<file path="src/design/arc_pkg.sv">
// Purpose: constants for the auto-reload timer with capture
// Assumes: byte-wide special-function register port, bit-addressable control
// Notes:   count and reload offsets sit beside the control register
package arc_pkg;

    // register offsets
    localparam logic [7:0] ADDR_CONTROL     = 8'hC8;
    localparam logic [7:0] ADDR_RELOAD_LOW  = 8'hCA;
    localparam logic [7:0] ADDR_RELOAD_HIGH = 8'hCB;
    localparam logic [7:0] ADDR_COUNT_LOW   = 8'hCC;
    localparam logic [7:0] ADDR_COUNT_HIGH  = 8'hCD;

    // control field positions
    localparam int CTL_HIGH_FLAG = 7;
    localparam int CTL_LOW_FLAG  = 6;
    localparam int CTL_LOW_IRQEN = 5;
    localparam int CTL_CAPTURE   = 4;
    localparam int CTL_SPLIT     = 3;
    localparam int CTL_RUN       = 2;
    localparam int CTL_XCLK_LSB  = 0;

    // reset values and half-count maximum
    localparam logic [7:0] CONTROL_RESET = 8'h00;
    localparam logic [7:0] COUNT_RESET   = 8'h00;
    localparam logic [7:0] RELOAD_RESET  = 8'h00;
    localparam logic [7:0] HALF_MAX      = 8'hFF;

    // external clock select codes
    localparam logic [1:0] XCLK_SYS_DIV12 = 2'h0;
    localparam logic [1:0] XCLK_RTC_DIV8  = 2'h1;
    localparam logic [1:0] XCLK_RESERVED  = 2'h2;
    localparam logic [1:0] XCLK_CMP0      = 2'h3;

    // timing counts
    localparam int         SYS_DIVIDE    = 12;
    localparam logic [3:0] SYS_DIV_LAST  = 4'(SYS_DIVIDE - 1);
    localparam int         RTC_DIVIDE    = 8;
    localparam logic [2:0] RTC_DIV_LAST  = 3'(RTC_DIVIDE - 1);

endpackage

</file>
<file path="src/design/arc_timer.sv">
// Purpose: 16-bit / dual 8-bit auto-reload timer with capture mode
// Assumes: single core clock, synchronous active-low reset, SFR byte port
// Notes:   read data appears one cycle after the read strobe
//
// Contract
// RQ1 - count is two separately accessible 8-bit halves
// RQ2 - split bit clear: one 16-bit auto-reload counter
// RQ3 - 16-bit wrap reloads pair, sets high flag
// RQ4 - 16-bit overflow interrupts when core enable set
// RQ5 - low-half wrap interrupts when low enable set
// RQ6 - split: halves reload from own reload registers
// RQ7 - split: run gates high half only
// RQ8 - per-half clock select; external select field
// RQ9 - rtc and comparator synchronised before use
// RQ10 - split: each half wrap sets its flag
// RQ11 - split: interrupt on high, either if enabled
// RQ12 - flags never cleared by hardware
// RQ13 - capture mode follows capture enable bit
// RQ14 - software picks 16-bit mode before capture
// RQ15 - capture source: comparator edge or rtc/8
// RQ16 - capture copies count to reload, sets flag
// RQ17 - software uses fast clock, subtracts captures
// RQ18 - control register layout, bit-addressable, reset zero
// RQ19 - 16-bit and capture count only while running
`timescale 1ns/1ns
module arc_timer (
    // clock and reset
    input  wire logic       core_clk,
    input  wire logic       reset_n,
    // special-function register port
    input  wire logic [7:0] sfr_addr,
    input  wire logic       sfr_wr,
    input  wire logic       sfr_rd,
    input  wire logic [7:0] sfr_wdata,
    output logic      [7:0] sfr_rdata,
    // bit-addressed write port
    input  wire logic [7:0] bit_addr,
    input  wire logic       bit_wr,
    input  wire logic       bit_wdata,
    // clock selects and core enable
    input  wire logic       high_half_clock_select,
    input  wire logic       low_half_clock_select,
    input  wire logic       core_timer_irq_enable,
    // asynchronous sources
    input  wire logic       rtc_clk_in,
    input  wire logic       cmp0_out,
    // interrupt request
    output logic            timer_irq
);

    logic [7:0] ctl_q;
    logic [7:0] ctl_d;
    logic [7:0] cnt_low_q;
    logic [7:0] cnt_high_q;
    logic [7:0] rel_low_q;
    logic [7:0] rel_high_q;
    logic [7:0] rdata_q;
    logic       irq_q;
    logic [3:0] div12_q;
    logic [2:0] rtc_div_q;
    logic       rtc_meta_q;
    logic       rtc_sync_q;
    logic       rtc_prev_q;
    logic       cmp_meta_q;
    logic       cmp_sync_q;
    logic       cmp_prev_q;

    logic       div12_tick;
    logic       rtc8_tick;
    logic       cmp_tick;
    logic       low_tick;
    logic       high_tick;
    logic [1:0] xclk;
    logic       split;
    logic       run;
    logic       capen;
    logic       low_inc;
    logic       low_wrap;
    logic       low_reload;
    logic       high_inc;
    logic       high_wrap;
    logic       high_reload;
    logic       cap_event;
    logic       high_set;
    logic       low_set;
    logic       wr_cnt_low;
    logic       wr_cnt_high;
    logic       wr_rel_low;
    logic       wr_rel_high;
    logic       wr_ctl;
    logic       bit_hit;

    assign xclk  = ctl_q[arc_pkg::CTL_XCLK_LSB +: 2];
    assign split = ctl_q[arc_pkg::CTL_SPLIT];
    assign run   = ctl_q[arc_pkg::CTL_RUN];
    assign capen = ctl_q[arc_pkg::CTL_CAPTURE];

    assign wr_ctl      = sfr_wr && (sfr_addr == arc_pkg::ADDR_CONTROL);
    assign wr_cnt_low  = sfr_wr && (sfr_addr == arc_pkg::ADDR_COUNT_LOW);
    assign wr_cnt_high = sfr_wr && (sfr_addr == arc_pkg::ADDR_COUNT_HIGH);
    assign wr_rel_low  = sfr_wr && (sfr_addr == arc_pkg::ADDR_RELOAD_LOW);
    assign wr_rel_high = sfr_wr && (sfr_addr == arc_pkg::ADDR_RELOAD_HIGH);
    // bit addresses of the control register are its byte address plus bit index
    assign bit_hit     = bit_wr && (bit_addr[7:3] == arc_pkg::ADDR_CONTROL[7:3]);

    // two-stage synchronisers; only the second stage feeds edge logic
    always_ff @(posedge core_clk) begin
        if (!reset_n) begin
            rtc_meta_q <= 1'b0;
            rtc_sync_q <= 1'b0;
            rtc_prev_q <= 1'b0;
            cmp_meta_q <= 1'b0;
            cmp_sync_q <= 1'b0;
            cmp_prev_q <= 1'b0;
        end else begin
            rtc_meta_q <= rtc_clk_in;               // [RQ9]
            rtc_sync_q <= rtc_meta_q;
            rtc_prev_q <= rtc_sync_q;
            cmp_meta_q <= cmp0_out;                 // [RQ9]
            cmp_sync_q <= cmp_meta_q;
            cmp_prev_q <= cmp_sync_q;
        end
    end

    assign cmp_tick  = cmp_sync_q && !cmp_prev_q;
    assign rtc8_tick = rtc_sync_q && !rtc_prev_q && (rtc_div_q == arc_pkg::RTC_DIV_LAST);
    assign div12_tick = (div12_q == arc_pkg::SYS_DIV_LAST);

    // prescalers
    always_ff @(posedge core_clk) begin
        if (!reset_n) begin
            div12_q <= 4'h0;
        end else if (div12_tick) begin
            div12_q <= 4'h0;
        end else begin
            div12_q <= div12_q + 4'h1;
        end
    end

    always_ff @(posedge core_clk) begin
        if (!reset_n) begin
            rtc_div_q <= 3'h0;
        end else if (rtc_sync_q && !rtc_prev_q) begin
            rtc_div_q <= rtc_div_q + 3'h1;
        end
    end

    // reserved code gives no ticks unless the half's clock select picks the core clock
    function automatic logic pick_tick(input logic       sys_sel,
                                       input logic [1:0] sel,
                                       input logic       t12,
                                       input logic       t8,
                                       input logic       tc);
        logic t;
        t = 1'b0;
        if (sys_sel) begin
            t = 1'b1;
        end else begin
            unique case (sel)
                arc_pkg::XCLK_SYS_DIV12: t = t12;
                arc_pkg::XCLK_RTC_DIV8:  t = t8;
                arc_pkg::XCLK_RESERVED:  t = 1'b0;
                arc_pkg::XCLK_CMP0:      t = tc;
            endcase
        end
        return t;
    endfunction

    assign low_tick  = pick_tick(low_half_clock_select, xclk, div12_tick, rtc8_tick,
                                 cmp_tick);                                       // [RQ8]
    assign high_tick = pick_tick(high_half_clock_select, xclk, div12_tick, rtc8_tick,
                                 cmp_tick);                                       // [RQ8]

    // count enables and wraps
    assign low_inc  = split ? low_tick : (run && low_tick);            // [RQ7] [RQ19]
    assign low_wrap = low_inc && (cnt_low_q == arc_pkg::HALF_MAX);
    assign high_inc = split ? (run && high_tick) : low_wrap;           // [RQ2] [RQ7]
    assign high_wrap = high_inc && (cnt_high_q == arc_pkg::HALF_MAX);
    // capture mode lets the count run free so differences stay valid
    assign high_reload = high_wrap && (split || !capen);               // [RQ3] [RQ6]
    assign low_reload  = split ? low_wrap : (high_wrap && !capen);     // [RQ3] [RQ6]
    assign cap_event   = capen && (xclk[1] ? cmp_tick : rtc8_tick);    // [RQ13] [RQ15]

    assign high_set = high_wrap || cap_event;                          // [RQ10] [RQ16]
    assign low_set  = low_wrap;                                        // [RQ10]

    // control register: byte write, then bit write, then hardware sets win
    always_comb begin
        ctl_d = ctl_q;
        if (wr_ctl) begin
            ctl_d = sfr_wdata;
        end
        if (bit_hit) begin
            ctl_d[bit_addr[2:0]] = bit_wdata;                          // [RQ18]
        end
        ctl_d[arc_pkg::CTL_HIGH_FLAG] = ctl_d[arc_pkg::CTL_HIGH_FLAG] || high_set;
        ctl_d[arc_pkg::CTL_LOW_FLAG]  = ctl_d[arc_pkg::CTL_LOW_FLAG] || low_set;
    end

    always_ff @(posedge core_clk) begin
        if (!reset_n) begin
            ctl_q <= arc_pkg::CONTROL_RESET;                           // [RQ18]
        end else begin
            ctl_q <= ctl_d;                                            // [RQ12]
        end
    end

    // count halves; a software write beats a tick in the same cycle
    always_ff @(posedge core_clk) begin
        if (!reset_n) begin
            cnt_low_q <= arc_pkg::COUNT_RESET;
        end else if (wr_cnt_low) begin
            cnt_low_q <= sfr_wdata;                                    // [RQ1]
        end else if (low_reload) begin
            cnt_low_q <= rel_low_q;                                    // [RQ3] [RQ6]
        end else if (low_inc) begin
            cnt_low_q <= cnt_low_q + 8'h01;
        end
    end

    always_ff @(posedge core_clk) begin
        if (!reset_n) begin
            cnt_high_q <= arc_pkg::COUNT_RESET;
        end else if (wr_cnt_high) begin
            cnt_high_q <= sfr_wdata;                                   // [RQ1]
        end else if (high_reload) begin
            cnt_high_q <= rel_high_q;                                  // [RQ3] [RQ6]
        end else if (high_inc) begin
            cnt_high_q <= cnt_high_q + 8'h01;
        end
    end

    // reload pair; a capture beats a software write
    always_ff @(posedge core_clk) begin
        if (!reset_n) begin
            rel_low_q  <= arc_pkg::RELOAD_RESET;
            rel_high_q <= arc_pkg::RELOAD_RESET;
        end else if (cap_event) begin
            rel_low_q  <= cnt_low_q;                                   // [RQ16]
            rel_high_q <= cnt_high_q;
        end else begin
            if (wr_rel_low) begin
                rel_low_q <= sfr_wdata;
            end
            if (wr_rel_high) begin
                rel_high_q <= sfr_wdata;
            end
        end
    end

    // registered read data; unmapped offsets read zero
    always_ff @(posedge core_clk) begin
        if (!reset_n) begin
            rdata_q <= 8'h00;
        end else if (sfr_rd) begin
            unique case (sfr_addr)
                arc_pkg::ADDR_CONTROL:     rdata_q <= ctl_q;
                arc_pkg::ADDR_COUNT_LOW:   rdata_q <= cnt_low_q;
                arc_pkg::ADDR_COUNT_HIGH:  rdata_q <= cnt_high_q;
                arc_pkg::ADDR_RELOAD_LOW:  rdata_q <= rel_low_q;
                arc_pkg::ADDR_RELOAD_HIGH: rdata_q <= rel_high_q;
                default:                   rdata_q <= 8'h00;
            endcase
        end
    end

    // with core enable set, level request while the high flag or an enabled low flag stands; software clears the flag to drop it
    always_ff @(posedge core_clk) begin
        if (!reset_n) begin
            irq_q <= 1'b0;
        end else begin
            irq_q <= core_timer_irq_enable &&
                     (ctl_q[arc_pkg::CTL_HIGH_FLAG] ||
                      (ctl_q[arc_pkg::CTL_LOW_IRQEN] &&
                       ctl_q[arc_pkg::CTL_LOW_FLAG]));                 // [RQ4] [RQ5] [RQ11]
        end
    end

    assign sfr_rdata = rdata_q;
    assign timer_irq = irq_q;
endmodule

</file>
<file path="config.mk">
export PLATFORM = sky130hd
export DESIGN_NAME = arc_timer
export DESIGN_NICKNAME = d
export VERILOG_FILES = /design/src/design/arc_pkg.sv /design/src/design/arc_timer.sv
export SDC_FILE = /design/constraint.sdc
export NUM_CORES = 1
export LEC_CHECK = 0
export ABC_AREA = 1
export ABC_CLOCK_PERIOD_IN_PS = 2650
export BUFFER_PORTS_ARGS = -buffer_cell sky130_fd_sc_hd__buf_2
export CAP_MARGIN = 20
export CORE_UTILIZATION = 58
export DETAILED_ROUTE_END_ITERATION = 10
export PLACE_DENSITY = 0.86
export SYNTH_ARGS = -nofsm -noshare
export SYNTH_HDL_FRONTEND = slang
export SYNTH_SLANG_ARGS = --single-unit
</file>
<file path="constraint.sdc">
create_clock -name core_clk -period 2.65 [get_ports core_clk]
set_clock_uncertainty 0.2 [all_clocks]
set_input_delay 0.1325 -clock core_clk [delete_from_list [all_inputs] [get_ports core_clk]]
set_output_delay 0.1325 -clock core_clk [all_outputs]
set_load 0.005 [all_outputs]
</file>
Word-level counts from Yosys, hierarchy flattened
Index checks and enable logic that the tools add are counted.
Word-level totals
  register bits: 62
  latch bits: 0
  memory bits (writable): 0
  memory bits (read-only): 0
  input bits: 35
  output and inout bits: 9
  logic and storage cells: 91
  memories: 0
Cells by class
  add/sub/neg operators: 4
  multipliers: 0
  divide/modulo/power cells: 0
  $lt $le $gt $ge: 2
  equal/unequal tests: 13
  shift operators: 0
  multiplexer cells: 23
  bitwise gates (word level): 1
  reduce and logical (&&, ||, !) cells: 33
Operators by type and width (count)
  8-bit two-way mux: 12
  8-bit == test, second input constant: 7
  8-bit case mux with 5 select lines: 1
  1-bit logical AND: 19
  8-bit by 1-bit adder with 8-bit output, second input constant: 2
  8-bit bitwise mux: 1
  1-bit two-way mux: 7
  3-bit nonzero test: 2
  5-bit == test, second input constant: 1
  1-bit logical OR: 5
  4-bit by 1-bit adder with 4-bit output, second input constant: 1
  2-bit == test, second input constant: 2
  4-bit == test, second input constant: 1
  3-bit by 4-bit < comparator with 1-bit output, second input constant: 1
  1-bit case mux with 4 select lines: 1
  2-bit nonzero test: 2
  3-bit by 1-bit adder with 3-bit output, second input constant: 1
  1-bit demux with 3-bit select: 1
  3-bit == test, second input constant: 1
  3-bit by 1-bit greater-or-equal comparator with 1-bit output, second input constant: 1
  1-bit zero test: 3
  2-bit by 1-bit == test with 1-bit output, second input constant: 1
  2-bit zero test: 1
  2-bit OR reduction: 1
  1-bit NOT: 1

Logic depth before layout (Yosys ltp)
  depth after elaboration: 14
  mapped depth: 14
  depth with buffers taken out: 14

Least setup slack after synthesis
OpenSTA, ideal clock, no wires.
  path type: reg-to-reg
  from: register div12_q[0]
  to: register cnt_low_q[3]
  setup time: 110 ps
  arrival time: 1677 ps
  required time: 2340 ps
  setup slack: 664 ps
  stages on the path, launching flop included: 15
  buffers on the path: 0
  clock period less this slack: 1986 ps
  cell sequence: dfxtp_1 -> ha_1 -> inv_1 -> nor2_1 -> nand3_1 -> nand4_1 -> o21ai_0 -> inv_1 -> nand3_1 -> nand2_4 -> nand2_1 -> nand3_1 -> nand3_1 -> nand2_1 -> inv_1
Between the ends
  word-level cells in the longest chain between the ends: 12
  elaborated cells on any way between the ends: 15
  those cells by class: 1 x eq/ne; 8 x mux; 6 x reduce/logical
Ends and longest elaborated chain
  from (decl): line arc_timer.sv:59  | logic [3:0] div12_q;
  from (signal assigned): line arc_timer.sv:136  | div12_q <= div12_q + 4'h1;
  4-bit == test *: line arc_timer.sv:127  | assign div12_tick = (div12_q == arc_pkg::SYS_DIV_LAST);
  1-bit case mux with 4 select lines *: line arc_timer.sv:159  | unique case (sel)
  1-bit two-way mux: line arc_timer.sv:156  | if (sys_sel) begin
  1-bit logical AND: line arc_timer.sv:175  | assign low_inc = split ? low_tick : (run && low_tick);
  1-bit two-way mux: line arc_timer.sv:175
  1-bit logical AND: line arc_timer.sv:176  | assign low_wrap = low_inc && (cnt_low_q == arc_pkg::HALF_MAX);
  1-bit two-way mux: line arc_timer.sv:177  | assign high_inc = split ? (run && high_tick) : low_wrap;
  1-bit logical AND: line arc_timer.sv:178  | assign high_wrap = high_inc && (cnt_high_q == arc_pkg::HALF_MAX);
  1-bit logical AND: line arc_timer.sv:181  | assign low_reload = split ? low_wrap : (high_wrap && !capen);
  1-bit two-way mux: line arc_timer.sv:181
  8-bit two-way mux: line arc_timer.sv:214  | end else if (low_reload) begin
  8-bit two-way mux: line arc_timer.sv:212  | end else if (wr_cnt_low) begin
  to (signal assigned): line arc_timer.sv:211  | cnt_low_q <= arc_pkg::COUNT_RESET;
  to (signal assigned): line arc_timer.sv:213  | cnt_low_q <= sfr_wdata;
  to (signal assigned): line arc_timer.sv:215  | cnt_low_q <= rel_low_q;
  to (decl): line arc_timer.sv:53  | logic [7:0] cnt_low_q;
Every way passes the cells marked *; elsewhere a longest branch is shown, timed or not.
A chain may end at the register's enable or synchronous reset.

Worst setup path after layout
  from: register div12_q[0]
  to: register cnt_low_q[2]
Same word-level chain as after synthesis.

==> results_dict.tcl <==
set metrics [dict create \
    seqCellArea_sq_um 1240 \
    cp.required_ns 2.72 \
    finalNetCount 631 \
    syn-instance-count 524 \
    fmax_mhz 422 \
    syn_nets 564 \
    yosysWarnings 0 \
    fin_crit_sh_pct 89.4 \
    drive_gt1_share_pct 14.1 \
    timing.hold.ws_ns 0.0400 \
    drt_iter0_drc 392 \
    h-tree-depth 3 \
    crit_path_end_kind "flip-flop" \
    setup_viol 0 \
    track_usage_pct 34.2 \
    final_cell_count_no_fill 671 \
    arrival_ns 2.44 \
    synth_compound_gate_area_share_pct 19.4 \
    routed_via_density 5.80 \
    reg2reg_to "cnt_low_q[2]" \
    dp_hpwl_mm 7.41 \
    relSlewSlack_pct 44.4 \
    min_from "sfr_wr" \
    dr.pass1.iters 8 \
    power.leakage_nw 1.83 \
    post_synth.cell_area_avg_sq_um 6.72 \
    overflow 0 \
    status "finished, violations left" \
    post-place-cells 636 \
    setup-tns-final_ns 0 \
    antennaDiodeCount 0 \
    cap_violations 0 \
    dieArea_sq_um 6380 \
    rsz0062_at_grt "false" \
    fillers 472 \
    holdPathEnd "cnt_high_q[5]" \
    post_cts_buffers 0 \
    cts.reportedPaths.clkPinSlew_ns 0.07 \
    critical_path_class "flip-flop to flip-flop" \
    violations "DRC" \
    cp-start-kind "flip-flop" \
    ys_seq_area_share_pct 35.3 \
    grt_max_degree 38 \
    reg2reg_depth 13 \
    rows 28 \
    grt_pass1_vias 3498 \
    slew_viol_final 0 \
    holdBufCountCts 19 \
    die_h_um 79.9 \
    final_antenna_net_count 0 \
    drt-total-wl_mm 10.4 \
    ios 44 \
    synth_xor_area_share_pct 2.74 \
    power_density_nw_per_um2 491 \
    vias 3891 \
    synth-adder-area-share_pct 1.78 \
    synth_seq_cells 62 \
    initial_core_util_pct 59.8 \
    cts_resized 0 \
    synth_mux_area_share_pct 0 \
    cts.sinks 62 \
    hold_viol_final 0 \
    crit_chain "ha_1 -> inv_1 -> nor2_1 -> nand3_1 -> nand4_1 -> o21ai_0 -> inv_1 -> nand3_1 -> nand2_4 -> nand2_1 -> nand2_1 -> a21oi_1 -> nor2_1" \
    rr_startpoint "div12_q[0]" \
    die_w_um 79.9 \
    portBuffers 43 \
    ys_types 36 \
    async_reset_ff_share_pct 0 \
    vdd_drop_max_uv 322 \
    grt_pass1_wl_mm 16.4 \
    period_needed_ns 2.37 \
    cp_slowest_cell "dfxtp_1" \
    regToRegSetupSlack_ns 0.28 \
    antenna_found_initial 0 \
    routedWlPerCell_um 15.5 \
    cts_tree "built" \
    crit_fanout 8 \
    synth_ff_type "dfxtp_1" \
    synth_top_family_by_area "simple AND/OR/NAND/NOR gates" \
    gp_congestion 0.983 \
    hold_depth 5 \
    syn_area_sq_um 3520 \
    synthSimpleGateAreaFrac_pct 29.3 \
    cts_buffers 9 \
    holdCritPathClass "input pin to flip-flop" \
    synth_edf_count 0 \
    clock_latency_ns 0.35 \
    area_growth_pct 20.4 \
    drc 1 \
    worst-slew-pin-transition_ns 0.833 \
    multiInputGateArea_sq_um 1880 \
    cts-root-buf "clkbuf_8" \
    core-area_sq_um 5890 \
    cts_buffer_depth 2 \
    max_stage_delay_ns 0.35 \
]
-- per-stage QoR --
step	instance area, sq um	worst slack (ns)	power (W)	utilization, %
after CTS	4240	0.288	0.00207	72.0
after global routing	4240	0.00866	0.00213	72.0
final	4240	0.280	0.00208	72.0
after floorplan	3520	0.664	0.00104	-
after global placement	3820	0.359	0.00109	64.8
after detailed placement	3820	0.313	0.00110	64.8
-- routing by layer --
layer	wire, um	track usage (%)	vias to the layer above
met5	0	0	-
met4	291	15.0	0
met3	908	7.66	34
met2	4810	54.4	206
met1	4400	44.1	1783
li1	-	-	1868
-- cells by family after synthesis --
group / Yosys count
and+or+nand+nor: 224
AOI/OAI and AO/OA: 117
buffers and inverters: 105
DFF: 62
xor gates and xnor gates: 11
adders and majority gates: 5
-- registers in the layout, indices dropped and copies added, names as in the netlist --
register and count:
rel_low_q 8, rtc_div_q 3, cnt_high_q 8, rtc_meta_q 1, cmp_prev_q 1, rtc_sync_q 1
timer_irq 1, rel_high_q 8, sfr_rdata 8, div12_q 4, cmp_meta_q 1, rtc_prev_q 1
cmp_sync_q 1, cnt_low_q 8, ctl_q 8
-- layout by cell type (no fill, tap or decap), types with 11 or more instances in the layout --
master / count
inv_1: 93
a31oi_1: 21
buf_2: 43
o21ai_0: 42
clkbuf_8: 11
a21oi_1: 19
nand2_1: 113
nor2_1: 35
dfxtp_1: 62
dlygate4sd3_1: 19
nand3_1: 39
nor3_1: 12
o22ai_1: 17
-- report_power, final --
| part | leakage (nW) | internal, W | switching (W) | total [W] |
|---|---|---|---|---|
| combinational | 1.21 | 0.0000561 | 0.0000781 | 0.000134 |
| sequential | 0.503 | 0.000948 | 0.00000991 | 0.000958 |
| clock | 0.116 | 0.000581 | 0.000410 | 0.000991 |
| total | 1.83 | 0.00158 | 0.000498 | 0.00208 |
-- area by class of cell --
type | instances | area share, %
clock buffers | 11 | 3.57
clock inverters | 5 | 1.92
inverters | 94 | 8.32
multi-input cells | 357 | 44.2
flip-flops and latches | 62 | 29.3
well taps | 75 | 2.21
repair buffers | 67 | 10.4
-- cell usage after synthesis (all sizes together) (2+ instances only) --
library cell | count | area [sq um]
xor2 | 9 | 78.8
nor3 | 15 | 90.1
a21oi | 20 | 104
xnor2 | 2 | 17.5
nand2 | 118 | 465
a31oi | 21 | 131
a221oi | 5 | 43.8
o21ai | 44 | 224
nand4 | 6 | 43.8
o22ai | 17 | 106
buf | 2 | 16.3
ha | 5 | 62.6
dfxtp | 62 | 1240
inv | 93 | 349
nand3 | 42 | 240
clkbuf | 9 | 33.8
nor2 | 40 | 173
o211ai | 8 | 60.1
-- how the worst max path moves through the flow --
stage | cells past startpoint | endpoint | slack, ns | start
floorplan | 14 | cnt_low_q[3] | 0.66 | div12_q[0]
global placement | 14 | cnt_low_q[4] | 0.36 | div12_q[0]
finish | 13 | cnt_low_q[2] | 0.28 | div12_q[0]
CTS | 13 | cnt_low_q[2] | 0.29 | div12_q[0]
detailed placement | 14 | cnt_low_q[4] | 0.31 | div12_q[0]
global route | 14 | cnt_low_q[4] | 0.009 | div12_q[0]
-- critical path: cells and delay by family (launching register included) --
kind / cells / cell delay (ns)
DFF: 1 / 0.35
AOI/OAI and AO/OA: 2 / 0.18
adders and majority gates: 1 / 0.18
buffers and inverters: 2 / 0.15
and+or+nand+nor: 8 / 1.22
No activity file was read; power rests on OpenSTA's default activity.
